## src/hw/spc_pkg.sv

```systemverilog
// package: constants and types shared by host and sensor control ends
// Notes on behaviour
// - first power-up loads default profile, starts it
// - running profile sends its default message type
// - settings change refused while profile runs
// - host: stop, load, set, then start
// - settings committed only at profile start
// - uncommitted settings lost on power loss
// - reset-needing profile start: error, apply, reset
// - host waits seconds after error before retry
// - retry after self-reset replies ok, runs
// - profile switch restores its last settings
// - later resets resume last committed configuration
// - unused io pins pulled up, left open
// - boot loader erase or alter always rejected
// - boot loader entered by command or pin
// - host restarts failed upgrade from beginning
// - ten consecutive firmware resets enter fail-safe
// - fail-safe drives status led white
// - fail-safe answers only low-level commands
// - reset command or power cycle leaves fail-safe
// - fast window 6 s, slow 20 or 15
package spc_pkg;
    localparam int SPC_NPROF = 4;
    localparam int SPC_SETW  = 16;
    localparam int SPC_IOW   = 4;
    localparam int SPC_CLK_HZ        = 40_000_000;
    localparam int SPC_FAST_S        = 6;
    localparam int SPC_SLOW_ADULT_S  = 20;
    localparam int SPC_SLOW_BABY_S   = 15;
    localparam int SPC_RETRY_WAIT_S  = 2;
    localparam int SPC_FAULT_LIMIT   = 10;
    localparam logic [3:0] SPC_FAULT_LIMIT_W = 4'hA;
    localparam logic [1:0] SPC_DEFAULT_PROF = 2'h0;
    localparam logic [SPC_SETW-1:0] SPC_DEFAULT_SET = 16'h0005;
    // per profile: reset group (mcu reset when a start crosses groups), is baby profile
    localparam logic [SPC_NPROF-1:0] SPC_PROF_RESET = 4'hC;
    localparam logic [SPC_NPROF-1:0] SPC_PROF_BABY  = 4'hA;
    // io pins used by each profile, one nibble per profile
    localparam logic [15:0] SPC_PROF_IO = 16'h3737;
    localparam logic [2:0]  SPC_LED_OFF   = 3'h0;
    localparam logic [2:0]  SPC_LED_WHITE = 3'h7;
    localparam logic [2:0]  SPC_LED_BLUE  = 3'h1;

    typedef enum logic [3:0] {
        SPC_CMD_NONE, SPC_CMD_STOP, SPC_CMD_LOAD, SPC_CMD_SET,
        SPC_CMD_START, SPC_CMD_BOOT, SPC_CMD_RESET, SPC_CMD_ERASE_BOOT,
        SPC_CMD_UPGRADE, SPC_CMD_LOWLEVEL
    } spc_cmd_t;
    typedef enum logic [1:0] {
        SPC_RSP_NONE, SPC_RSP_OK, SPC_RSP_ERROR
    } spc_rsp_t;
endpackage

```

## src/hw/spc_link_if.sv

```systemverilog
// interface: command link between host and sensor control
`timescale 1ns/100ps
interface spc_link_if;
    import spc_pkg::*;
    logic                 cmd_valid;
    spc_cmd_t             cmd;
    logic [1:0]           cmd_prof;
    logic [SPC_SETW-1:0]  cmd_set;
    logic                 rsp_valid;
    spc_rsp_t             rsp;
    logic                 msg_valid;
    logic [1:0]           msg_type;
    logic                 boot_force;
    modport sensor (input cmd_valid, cmd, cmd_prof, cmd_set, boot_force,
                    output rsp_valid, rsp, msg_valid, msg_type);
    modport host   (output cmd_valid, cmd, cmd_prof, cmd_set, boot_force,
                    input rsp_valid, rsp, msg_valid, msg_type);
endinterface // spc_link_if

```

## src/hw/spc_sensor.sv

```systemverilog
// module: sensor end, profile, settings, boot and fail-safe control
`timescale 1ns/100ps
module spc_sensor
    import spc_pkg::*;
(
    input  wire logic           clock,
    input  wire logic           rst_b,
    input  wire logic           power_first,
    input  wire logic           power_loss,
    input  wire logic           fw_fault,
    input  wire logic [SPC_IOW-1:0] io_in,
    spc_link_if.sensor          link,
    output logic                running,
    output logic                fail_safe,
    output logic                boot_mode,
    output logic                mcu_reset,
    output logic [2:0]          led,
    output logic [SPC_IOW-1:0]  io_pullup,
    output logic                fast_tick,
    output logic                slow_tick
);
    localparam logic [31:0] FAST_CYC = 32'(SPC_FAST_S * SPC_CLK_HZ);
    localparam logic [31:0] SLOWA_CYC = 32'(SPC_SLOW_ADULT_S * SPC_CLK_HZ);
    localparam logic [31:0] SLOWB_CYC = 32'(SPC_SLOW_BABY_S * SPC_CLK_HZ);

    // =====================================================
    // state
    // =====================================================
    logic                 run_reg, run_next;
    logic [1:0]           prof_reg, prof_next;
    logic [1:0]           cprof_reg, cprof_next;
    logic [SPC_SETW-1:0]  work_reg, work_next;
    logic [SPC_SETW-1:0]  store_reg [SPC_NPROF];
    logic [SPC_SETW-1:0]  store_next [SPC_NPROF];
    logic [SPC_NPROF-1:0] ran_reg, ran_next;
    logic                 inited_reg, inited_next;
    logic                 rstpend_reg, rstpend_next;
    logic [3:0]           fcnt_reg, fcnt_next;
    logic                 fs_reg, fs_next;
    logic                 boot_reg, boot_next;
    logic                 rv_reg, rv_next;
    spc_rsp_t             rsp_reg, rsp_next;
    logic                 mv_reg, mv_next;
    logic [31:0]          fc_reg, fc_next, sc_reg, sc_next;
    logic                 ft_reg, ft_next, st_reg, st_next;
    logic                 mr_reg, mr_next;
    logic [2:0]           led_reg, led_next;
    logic [SPC_IOW-1:0]   pu_reg, pu_next;
    logic                 cv;
    logic [31:0]          slow_len;

    assign cv = link.cmd_valid;
    assign slow_len = SPC_PROF_BABY[cprof_reg] ? SLOWB_CYC : SLOWA_CYC;

    always_comb begin
        run_next = run_reg;
        prof_next = prof_reg;
        cprof_next = cprof_reg;
        work_next = work_reg;
        store_next = store_reg;
        ran_next = ran_reg;
        inited_next = inited_reg;
        rstpend_next = rstpend_reg;
        fcnt_next = fcnt_reg;
        fs_next = fs_reg;
        boot_next = boot_reg;
        rv_next = 1'b0;
        rsp_next = rsp_reg;
        mr_next = 1'b0;
        if (!inited_reg) begin
            // first power-up default
            prof_next = SPC_DEFAULT_PROF;
            cprof_next = SPC_DEFAULT_PROF;
            work_next = SPC_DEFAULT_SET;
            for (int i = 0; i < SPC_NPROF; i++) begin
                store_next[i] = SPC_DEFAULT_SET;
            end
            ran_next = '0;
            ran_next[SPC_DEFAULT_PROF] = 1'b1;
            run_next = 1'b1;
            inited_next = 1'b1;
        end else if (power_loss || fw_fault) begin
            // restart from committed state, drop pending edits
            prof_next = cprof_reg;
            work_next = store_reg[cprof_reg];
            run_next = 1'b1;
            boot_next = 1'b0;
            rstpend_next = 1'b0;
            if (power_loss) begin
                fcnt_next = 4'h0;
                fs_next = 1'b0;
            end else if (!fs_reg) begin
                fcnt_next = fcnt_reg + 4'h1;
                if (fcnt_reg + 4'h1 >= SPC_FAULT_LIMIT_W) begin
                    fs_next = 1'b1;
                end
            end
        end else if (link.boot_force) begin
            boot_next = 1'b1;
            run_next = 1'b0;
        end else if (cv && fs_reg) begin
            // only low-level commands are served
            case (link.cmd)
                SPC_CMD_RESET: begin
                    fs_next = 1'b0;
                    fcnt_next = 4'h0;
                    mr_next = 1'b1;
                    rv_next = 1'b1;
                    rsp_next = SPC_RSP_OK;
                end
                SPC_CMD_UPGRADE: begin
                    boot_next = 1'b1;
                    rv_next = 1'b1;
                    rsp_next = SPC_RSP_OK;
                end
                SPC_CMD_LOWLEVEL: begin
                    rv_next = 1'b1;
                    rsp_next = SPC_RSP_OK;
                end
                default: ;
            endcase
        end else if (cv) begin
            rv_next = 1'b1;
            rsp_next = SPC_RSP_OK;
            case (link.cmd)
                SPC_CMD_STOP: run_next = 1'b0;
                SPC_CMD_LOAD: begin
                    if (run_reg) begin
                        rsp_next = SPC_RSP_ERROR;
                    end else begin
                        prof_next = link.cmd_prof;
                        // last used settings or defaults
                        work_next = ran_reg[link.cmd_prof] ?
                            store_reg[link.cmd_prof] : SPC_DEFAULT_SET;
                    end
                end
                SPC_CMD_SET: begin
                    if (run_reg) begin
                        rsp_next = SPC_RSP_ERROR;
                    end else begin
                        work_next = link.cmd_set;
                    end
                end
                SPC_CMD_START: begin
                    store_next[prof_reg] = work_reg;
                    ran_next[prof_reg] = 1'b1;
                    cprof_next = prof_reg;
                    if (SPC_PROF_RESET[prof_reg] != SPC_PROF_RESET[cprof_reg]
                        && !rstpend_reg) begin
                        rsp_next = SPC_RSP_ERROR;
                        mr_next = 1'b1;
                        rstpend_next = 1'b1;
                        run_next = 1'b0;
                    end else begin
                        rstpend_next = 1'b0;
                        run_next = 1'b1;
                    end
                end
                SPC_CMD_BOOT: begin
                    boot_next = 1'b1;
                    run_next = 1'b0;
                end
                SPC_CMD_ERASE_BOOT: rsp_next = SPC_RSP_ERROR;
                SPC_CMD_RESET: begin
                    mr_next = 1'b1;
                    fcnt_next = 4'h0;
                    prof_next = cprof_reg;
                    work_next = store_reg[cprof_reg];
                end
                SPC_CMD_UPGRADE: boot_next = 1'b1;
                default: ;
            endcase
        end
    end

    // =====================================================
    // processing windows and outputs
    // =====================================================
    always_comb begin
        fc_next = fc_reg;
        sc_next = sc_reg;
        ft_next = 1'b0;
        st_next = 1'b0;
        if (!run_reg) begin
            fc_next = 32'h0;
            sc_next = 32'h0;
        end else begin
            fc_next = fc_reg + 32'h1;
            sc_next = sc_reg + 32'h1;
            if (fc_reg == FAST_CYC - 32'h1) begin
                fc_next = 32'h0;
                ft_next = 1'b1;
            end
            if (sc_reg >= slow_len - 32'h1) begin
                sc_next = 32'h0;
                st_next = 1'b1;
            end
        end
        mv_next = run_reg && !fs_reg && ft_reg;
        led_next = fs_reg ? SPC_LED_WHITE :
                   (run_reg ? SPC_LED_BLUE : SPC_LED_OFF);
        pu_next = ~SPC_PROF_IO[cprof_reg*4 +: 4];
    end

    always_ff @(posedge clock or negedge rst_b) begin
        if (!rst_b) begin
            run_reg <= 1'b0;
            prof_reg <= 2'h0;
            cprof_reg <= 2'h0;
            work_reg <= 16'h0000;
            for (int i = 0; i < SPC_NPROF; i++) begin
                store_reg[i] <= 16'h0000;
            end
            ran_reg <= 4'h0;
            inited_reg <= 1'b0;
            rstpend_reg <= 1'b0;
            fcnt_reg <= 4'h0;
            fs_reg <= 1'b0;
            boot_reg <= 1'b0;
            rv_reg <= 1'b0;
            rsp_reg <= SPC_RSP_NONE;
            mv_reg <= 1'b0;
            fc_reg <= 32'h0;
            sc_reg <= 32'h0;
            ft_reg <= 1'b0;
            st_reg <= 1'b0;
            mr_reg <= 1'b0;
            led_reg <= 3'h0;
            pu_reg <= 4'hF;
        end else begin
            run_reg <= run_next;
            prof_reg <= prof_next;
            cprof_reg <= cprof_next;
            work_reg <= work_next;
            store_reg <= store_next;
            ran_reg <= ran_next;
            inited_reg <= inited_next | ~power_first;
            rstpend_reg <= rstpend_next;
            fcnt_reg <= fcnt_next;
            fs_reg <= fs_next;
            boot_reg <= boot_next;
            rv_reg <= rv_next;
            rsp_reg <= rsp_next;
            mv_reg <= mv_next;
            fc_reg <= fc_next;
            sc_reg <= sc_next;
            ft_reg <= ft_next;
            st_reg <= st_next;
            mr_reg <= mr_next;
            led_reg <= led_next;
            pu_reg <= pu_next;
        end
    end

    assign link.rsp_valid = rv_reg;
    assign link.rsp = rsp_reg;
    assign link.msg_valid = mv_reg;
    assign link.msg_type = cprof_reg;
    assign running = run_reg;
    assign fail_safe = fs_reg;
    assign boot_mode = boot_reg;
    assign mcu_reset = mr_reg;
    assign led = led_reg;
    assign io_pullup = pu_reg;
    assign fast_tick = ft_reg;
    assign slow_tick = st_reg;
endmodule // spc_sensor

```

## src/flat_wrapper.sv

```systemverilog
// flat-port wrapper written by rule: the top's interface ports become plain ports
module spc_sensor_flat import spc_pkg::*;
  (clock, rst_b, power_first, power_loss, fw_fault, io_in, running, fail_safe, boot_mode, mcu_reset, led, io_pullup, fast_tick, slow_tick, link_cmd_valid, link_cmd, link_cmd_prof, link_cmd_set, link_boot_force, link_rsp_valid, link_rsp, link_msg_valid, link_msg_type);
  spc_link_if link_i ();
  input  wire logic clock;
  input  wire logic rst_b;
  input  wire logic power_first;
  input  wire logic power_loss;
  input  wire logic fw_fault;
  input  wire logic [SPC_IOW-1:0] io_in;
  output logic running;
  output logic fail_safe;
  output logic boot_mode;
  output logic mcu_reset;
  output logic [2:0] led;
  output logic [SPC_IOW-1:0] io_pullup;
  output logic fast_tick;
  output logic slow_tick;
  input wire logic [$bits(link_i.cmd_valid)-1:0] link_cmd_valid;
  input wire logic [$bits(link_i.cmd)-1:0] link_cmd;
  input wire logic [$bits(link_i.cmd_prof)-1:0] link_cmd_prof;
  input wire logic [$bits(link_i.cmd_set)-1:0] link_cmd_set;
  input wire logic [$bits(link_i.boot_force)-1:0] link_boot_force;
  output wire logic [$bits(link_i.rsp_valid)-1:0] link_rsp_valid;
  output wire logic [$bits(link_i.rsp)-1:0] link_rsp;
  output wire logic [$bits(link_i.msg_valid)-1:0] link_msg_valid;
  output wire logic [$bits(link_i.msg_type)-1:0] link_msg_type;
  assign link_i.cmd_valid = link_cmd_valid;
  assign link_i.cmd = link_cmd;
  assign link_i.cmd_prof = link_cmd_prof;
  assign link_i.cmd_set = link_cmd_set;
  assign link_i.boot_force = link_boot_force;
  assign link_rsp_valid = link_i.rsp_valid;
  assign link_rsp = link_i.rsp;
  assign link_msg_valid = link_i.msg_valid;
  assign link_msg_type = link_i.msg_type;
  spc_sensor u_core (.clock(clock), .rst_b(rst_b), .power_first(power_first), .power_loss(power_loss), .fw_fault(fw_fault), .io_in(io_in), .link(link_i), .running(running), .fail_safe(fail_safe), .boot_mode(boot_mode), .mcu_reset(mcu_reset), .led(led), .io_pullup(io_pullup), .fast_tick(fast_tick), .slow_tick(slow_tick));
endmodule
```

## config.mk

```make
export PLATFORM = sky130hd
export DESIGN_NAME = spc_sensor_flat
export DESIGN_NICKNAME = d
export VERILOG_FILES = /design/src/hw/spc_pkg.sv /design/src/hw/spc_link_if.sv /design/src/hw/spc_sensor.sv /design/src/flat_wrapper.sv
export SDC_FILE = /design/constraint.sdc
export NUM_CORES = 1
export LEC_CHECK = 0
export BUFFER_PORTS_ARGS = -buffer_cell sky130_fd_sc_hd__buf_4
export CORE_MARGIN = 4
export CORE_UTILIZATION = 40
export CTS_CLUSTER_DIAMETER = 30
export DETAILED_ROUTE_END_ITERATION = 7
export PLACE_DENSITY = 0.69
export SLEW_MARGIN = 20
export SYNTH_ARGS = -nofsm -noshare
export SYNTH_HDL_FRONTEND = slang
export SYNTH_SLANG_ARGS = --single-unit
```

## constraint.sdc

```tcl
create_clock -name clock -period 3 [get_ports clock]
set_input_delay 0.6 -clock clock [delete_from_list [all_inputs] [get_ports clock]]
set_output_delay 0.6 -clock clock [all_outputs]
set_load 0.005 [all_outputs]
```

==> results, run 1 <==
- The number of global-route vias before repair is 3,462.
- The clock tree from TritonCTS is yes.
- The share of layout cells above drive strength 1 is 11.5%.
- The final-layout setup total negative slack is 0 ps.
- Synthesis inferred 88 register bits.
- 0 antenna diodes ended up in the layout.
- Setup repair after global routing left no endpoint under its margin.
- The largest individual stage delay along the critical path comes from the cell sky130_fd_sc_hd__dfrtp_1.
- The number of clock sinks is between 80 and 90.
- The worst-skew pair later-pin latency is approximately 330 ps.
- The launch point of the worst reg-to-reg path is u_core.link.msg_type[0].
- The classification of the worst setup path is reg -> reg.
- Yosys attributes the largest share of cell area to sky130_fd_sc_hd__dfrtp_1 47%, sky130_fd_sc_hd__nor2_1 6.2%, sky130_fd_sc_hd__xor2_1 6.0%.
- The number of buffers created by CTS is 9.
- Max-cap violations in this run came to 0.
- Across the routed clock network, the largest skew measured is around 4.8 ps.
- Data on the critical path arrives at its endpoint at 2500 ps.
- The first global-routing pass estimated 16.3 mm of wire.
- The count of distinct cell types in the synthesized netlist is 55.
- The core region is 11,000 sq um.
- Of the available clock period, the critical path in the final layout requires 76.4%.
- The share of synthesized area in the top cell type comes to between 40% and 50%.
- The clock-pin transition on the worst setup and hold timing paths is 60 ps.
- The sequential cell area fraction in the yosys report is between 40 and 50%.
- For this run, the slowest stage of the critical path takes ~670 ps.
- The total congestion overflow after global routing is 0.
- The utilization after layout is between 40% and 50%.
- The post-placement setup slack is 703 ps.
- For this run, the post-layout net count is 553.
- The number of resized instances in the post-cts repair step is 0.
- The cell taking the most area after synthesis is sky130_fd_sc_hd__dfrtp_1.
- The area of the multi-input gates is 2190 sq um.
- The number of synthesized flops with an enable pin is 0.
- For this run, the top clock speed supported by timing is around 440 MHz.
- The floorplan has 38 rows.
- The share of total power in combinational logic is roughly 7.5%.
- In this run the number of H-tree levels came out at 3.
- The maximum fanout along the worst path is 30.
- The reported net switching power is 0.593 mW.
- After detailed routing, the number of remaining DRC violations is 0.
- The gate count of the mapped netlist is 472.
- The deepest clock path buffer count is 2.
- The clock power share is 42.3%.
- The number of port buffers is 29.
- Walking the worst path, the cells encountered are inv_1, ha_1, nand4b_1, o22ai_1, o21ai_0, nand4_1, buf_4, nor2_1.
- The number of non-filler instances in the completed layout is 652.
- The final weighted congestion of routability-driven global placement is 0.822.
- The final-report setup violation count is 0.
- The initial antenna violation count came to 0.
- The area occupied by registers is 2200 sq um.
- The met3 layer usage reported by global route is around 4.2%.
- The proportion of register bits with asynchronous set or reset after synthesis is 100%.
- The number of post-CTS setup repair buffers is 0.
- The count of vias placed by the detailed router is 3,458.
- STA classifies the critical path endpoint as a flop.
- Ranked by instance count, the synthesized netlist is headed by 86 x sky130_fd_sc_hd__dfrtp_1, 75 x sky130_fd_sc_hd__nor2_1, 35 x sky130_fd_sc_hd__nand2_1, 31 x sky130_fd_sc_hd__xor2_1, 28 x sky130_fd_sc_hd__nand4_1.
- The cell count after placement is 637.
- The required time reported for the critical path endpoint is 3210 ps.
- The internal power contribution is 1.98 mW.
- Once detailed placement completed, the half-perimeter wirelength came to 6.52 mm.
- The routing usage on met2 is 25.0%.
- STA classifies the critical path startpoint as a flop.
- In the post-synthesis netlist, the cell with the most instances is sky130_fd_sc_hd__dfrtp_1.
- The final max-slew violation count is 0.
- The number of buffers and inverters on the critical path is 2.
- The number of nets still failing antenna checks after routing is 0.
- The first-iteration detailed-routing DRC count is 187.
- VDD sags by at most 0.369 mV.
- The maximum number of pins on one net before global-route repair is 47.
- Tracing the worst setup path back leads to its startpoint at u_core.link.msg_type[0].
- Sequential cells burn 50.2% of the power.
- At the pin with the least slew margin, the transition time is 887 ps.
- Global routing used 19.6% of the available met1 tracks.
- The family with the most delay on the worst path is flip-flops.
- Measured along the x axis, the die boundary spans 115 um.
- The number of vias per cell after detailed routing is 5.30.
- The average wire per cell in the routed design is 14.1 um.
- The buffer cell driving the clock tree root is sky130_fd_sc_hd__clkbuf_16.
- The layer with the highest usage after global routing is met2.
- In this run the cell area of the synthesized design comes to around 4500 sq um.
- The routed design has around 9.2 mm of wire.
- Hold repair after CTS inserted 0 buffers.
- The count of pins on the block boundary is 52.
- The flow ran to the end, and the final reports show no timing, DRC or antenna violations.
- In the post-route analysis, the smallest setup slack over all paths is 708 ps.
- The min-delay analysis places its worst path in the category in -> async.
- During synthesis, Yosys emitted a total of 0 warnings.
- The switching portion of total power is 23.0%.
- For this run, the total global-route usage over all layers was measured as between 10% and 20%.
- The filler cell count is 1,035.
- The normalized max-slew margin is about two fifths.
- The area of the die is 13,100 sq um.
- For this run, the leading register cell type out of synthesis is sky130_fd_sc_hd__dfrtp_1.
- The worst path in the final design needs a cycle of 2290 ps, including I/O delays and setup.
- The pre-antenna-repair detailed-routing pass consisted of 4 iterations.
- The final hold violation count is 0.
- The height of the die is 115 um.
- Once the floorplan was initialized, standard cells occupied between 40% and 50% of the core.
- The power density of the placed cells is around 500 nW/um^2.
- The synthesis-to-finish area growth is 14.4%.
- The leakage dissipation is ~2.3 nW.
- The average cell area after synthesis is 9.63 sq um.
[cell usage in the layout, fill, tap and decap left out, types with 4 or more instances in the layout]
cell type	count
sky130_fd_sc_hd__clkbuf_16	9
sky130_fd_sc_hd__dfrtp_1	86
sky130_fd_sc_hd__nand2b_1	8
sky130_fd_sc_hd__inv_1	16
sky130_fd_sc_hd__nor2_1	75
sky130_fd_sc_hd__nand4_1	28
sky130_fd_sc_hd__xor2_1	31
sky130_fd_sc_hd__ha_1	12
sky130_fd_sc_hd__nand3_1	24
sky130_fd_sc_hd__or3_1	5
sky130_fd_sc_hd__a21oi_1	15
sky130_fd_sc_hd__a31oi_1	4
sky130_fd_sc_hd__nor3_1	11
sky130_fd_sc_hd__buf_4	37
sky130_fd_sc_hd__and3_1	11
sky130_fd_sc_hd__conb_1	5
sky130_fd_sc_hd__nor4_1	10
sky130_fd_sc_hd__o21ai_0	11
sky130_fd_sc_hd__nand2_1	35
sky130_fd_sc_hd__xnor2_1	23
sky130_fd_sc_hd__nor4b_1	5
[metal layers]
layer  share of wire [%]  wire [um]  vias up
met4                0.45         41        0
met2                  49       4520       54
met1                  47       4310     1681
met3                 3.4        317        4
li1                    -          -     1719
met5                   0          0        -
[cells by family after synthesis]
logic type	count (synthesis)	synth area share, %
xor gates and xnor gates	54	10.4
and+or+nand+nor	233	26.7
DFF	88	48.5
AOI/OAI and AO/OA	50	7.00
muxes	2	0.441
adders and majority gates	12	3.30
buffers and inverters	31	3.50
other	2	0.165
[final timing paths]
path | depth (start not counted) | end | slack (ps)
max in group asynchronous | 2 | u_core.fc_reg[24] | 2030
max | 8 | u_core.sc_reg[26] | 710
max reg2reg | 8 | u_core.sc_reg[26] | 710
min in group clock | 2 | u_core.running | 470
min reg2reg | 1 | u_core.link.rsp[1] | 480
min | 1 | u_core.fcnt_reg[1] | 270
[final cells by class]
cell class	instances	area share (%)
Clock buffer	12	4.74
Clock inverter	3	0.818
Inverter	16	1.16
Multi-Input combinational cell	356	42.2
Sequential cell	88	42.4
Tap cell	140	3.37
Timing Repair Buffer	37	5.34
[power groups by stage]
stage	Clock, mW	Combinational (mW)	Sequential [mW]
after global routing	1.18	0.221	1.30
after global placement	0	0.189	1.31
after floorplan	0	0.120	1.30
after CTS	1.12	0.198	1.29
after detailed placement	0	0.196	1.31
final	1.09	0.193	1.29
[per-stage QoR]
step | cell area (sq um) | total power, mW | hold slack [ps]
floorplan | 4550 | 1.42 | 304
global placement | 4910 | 1.50 | 472
detailed placement | 4910 | 1.51 | 476
finish | 5200 | 2.58 | 266
CTS | 5200 | 2.62 | 280
global route | 5200 | 2.70 | 298
[worst register-to-register path, delay by kind of cell (launching register included)]
kind / cells / cell delay, ps
adders and majority gates: 1 / 330
DFF: 1 / 670
and+or+nand+nor: 3 / 370
AOI/OAI and AO/OA: 2 / 350
buffers and inverters: 2 / 460
(Power assumes the default switching activity.)
==> run 2, diff against run 1 <==
Clock period 3 ns to 2.3 ns, I/O delays scaled along.
==> run 2 against run 1 <==
  * Power grew 34%
  * Clock power rose by 39%
  * Sequential share of layout area decreased by 0.92 points
  * Sequential power increased by 31%
  * Sequential cell count unchanged
  * Clock-buffer cell count fell by 2
  * First-iteration DRC count grew 1.6%
  * Clock skew is 0.87 ps lower
  * Largest cell class unchanged
==> results, run 2 (synthesis results as in run 1) <==
- The number of clock sinks was 88 (unchanged).
- The maximum fanout along the worst path is 30 (unchanged).
- The horizontal die dimension is 115 um (unchanged).
- The starting utilization of the core area is 41.4% (unchanged).
- The minimum setup slack among reg-to-reg paths is 260 ps (-450 ps).
- The global-route wire length before repair is 16.0 mm (-1.9%).
- The area of the core is 11,000 sq um (unchanged).
- The overall power of the completed layout is 3.46 mW (+34%).
- The number of global-route vias before repair is 3,425 (-1.1%).
- The number of H-tree branching levels is 3 (unchanged).
- The number of buffers created by CTS is 9 (unchanged).
- The longest individual stage delay on the worst path is 490 ps (-180 ps).
- The count of vias placed by the detailed router is 3,505 (+1.4%).
- The number of placement rows is 38 (unchanged).
- The number of port buffers came to 29 (unchanged).
- The initial antenna violation count came to 0 (unchanged).
- The count of pins on the block boundary is 52 (unchanged).
- The leakage dissipation came to 2.33 nW (+3.1%).
- The total wire length is 9.20 mm (about the same).
- The deepest clock path buffer count is 2 (unchanged).
- The final-layout setup total negative slack is 0 ps (unchanged).
- The final-report setup violation count is 0 (unchanged).
- The upper clock frequency limit was 491 MHz (+12%).
- The number of vias per cell after detailed routing is 5.32 (+0.28%).
- The clock tree from TritonCTS is yes.
- The leading cell type in the layout, fill and taps excluded is sky130_fd_sc_hd__dfrtp_1.
- Setup repair after global routing left no endpoint under its margin.
- The final max-slew violation count is 0 (unchanged).
- The overall fraction of global-route tracks in use was 14.8% (-0.29 points).
- The placed wire-length estimate is 6.64 mm (+1.8%).
- The final hold violation count was 0 (unchanged).
- The first-pass detailed-route iteration total was 5 (+1).
- The height of the die was 115 um (unchanged).
- The required time reported for the critical path endpoint was 2560 ps (-650 ps).
- The arrival time at the worst endpoint came to 2290 ps (-210 ps).
- The synthesis-to-finish area growth is 17.0%.
- The worst setup skew after layout is 3.92 ps (-0.868 ps).
- The peak ir drop on the vdd network is 0.575 mV (+56%).
- The number of resized instances in the post-cts repair step is 0 (unchanged).
- The worst min-delay path category is in -> async.
- The first-iteration detailed-routing DRC count came to 190 (+1.6%).
- The number of post-CTS setup repair buffers came to 0 (unchanged).
- The count of buffering cells on the critical path with inverters included is 1 (-1).
- The final cell area excluding filler cells is 5320 sq um (+2.3%).
- The run finished with clean final reports.
- The clock-pin transition on the worst setup and hold timing paths came to 60 ps (about the same).
- The count of hold-fix buffers inserted at cts was 0 (unchanged).
- The DRC violation count after routing is 0 (unchanged).
- The critical path launch point type is a flop.
- The standard cell area after detailed placement came to 5010 sq um (+2.0%).
- The slowest cell on the critical path is sky130_fd_sc_hd__dfrtp_2.
- The worst-skew pair later-pin latency is 330 ps (about the same).
- The number of nets still failing antenna checks after routing is 0 (unchanged).
- The critical path in this run is classified as reg -> reg.
- The antenna cell count was 0 (unchanged).
- The capturing element type of the critical path is a flop.
- Traced cell by cell, the critical path runs through ha_1, a211o_1, a211oi_1, nand4_1, buf_12, nor2_1.
- The buffer cell driving the clock tree root is sky130_fd_sc_hd__clkbuf_16.
- Grouping stages by cell kind, the critical path spends the most delay in compound AO/OA/AOI/OAI gates.
- The portion of the clock cycle consumed by the worst path in the final layout came to 88.6% (+12 points).
- The number of max-cap violations was 0 (unchanged).
- The total congestion overflow after global routing is 0 (unchanged).
- The post-route worst hold slack came to 61.6 ps (-204 ps).
- The final weighted congestion of routability-driven global placement is 0.866 (+5.3%).
- The net count of the finished layout was 561 (+1.4%).
- The power density of the placed cells is 651 nW/um^2 (+31%).
- The final critical delay including setup and external delays is 2040 ps (-255 ps).
- The area of the die is 13,100 sq um (unchanged).
- The average wire per cell in the routed design came to 14.0 um (-1.0%).
- In the layout the commonest cells are 85 x sky130_fd_sc_hd__dfrtp_1, 75 x sky130_fd_sc_hd__nor2_1, 42 x sky130_fd_sc_hd__buf_4.
- The share of layout cells above drive strength 1 is 13.3% (+1.8 points).
- The maximum number of pins on one net before global-route repair is 40 (-15%).
## run 2: worst paths after layout
kind                                               from                 end  depth (start not counted)
worst min-delay path                              rst_b  u_core.fcnt_reg[2]                          1
worst min register to register         u_core.fc_reg[0]    u_core.fc_reg[0]                          1
worst max register to register  u_core.link.msg_type[0]   u_core.sc_reg[22]                          6
worst max-delay path            u_core.link.msg_type[0]   u_core.sc_reg[22]                          6
min in group clock                      link_boot_force      u_core.running                          2
max in group asynchronous                         rst_b   u_core.fc_reg[18]                          2
## run 2: where the power goes
part	switching, mW	internal, mW
Combinational	0.147	0.115
Sequential	0.0708	1.62
Clock	0.551	0.964
Total	0.769	2.69
## run 2: layer usage
| layer | part of all wire, % | track usage (%) |
|---|---|---|
| met5 | 0 | 0 |
| met4 | 1.2 | 4.35 |
| met3 | 3.5 | 3.28 |
| met2 | 49 | 24.7 |
| met1 | 46 | 19.3 |
## run 2: final cells by class
cell class	count	area [sq um]
Sequential cell	88	2210
Timing Repair Buffer	45	375
Fill cell	1001	5670
Clock buffer	10	239
Multi-Input combinational cell	356	2190
Inverter	16	60.1
Clock inverter	4	70.1
Tap cell	140	175
## run 2: stage by stage
stage / setup slack, ps / instances / utilization [%]
after floorplan: 327 / 475 / -
after global placement: 152 / 645 / 45.6
after detailed placement: 138 / 645 / 45.6
after CTS: 151 / 659 / 48.4
after global routing: 104 / 659 / 48.4
final: 263 / 659 / 48.4
## run 2: worst register-to-register path: stages, from the launching register on
cell	delay (ps)
sky130_fd_sc_hd__dfrtp_2	490
sky130_fd_sc_hd__ha_1	340
sky130_fd_sc_hd__a211o_1	310
sky130_fd_sc_hd__a211oi_1	290
sky130_fd_sc_hd__nand4_1	190
sky130_fd_sc_hd__buf_12	210
sky130_fd_sc_hd__nor2_1	130
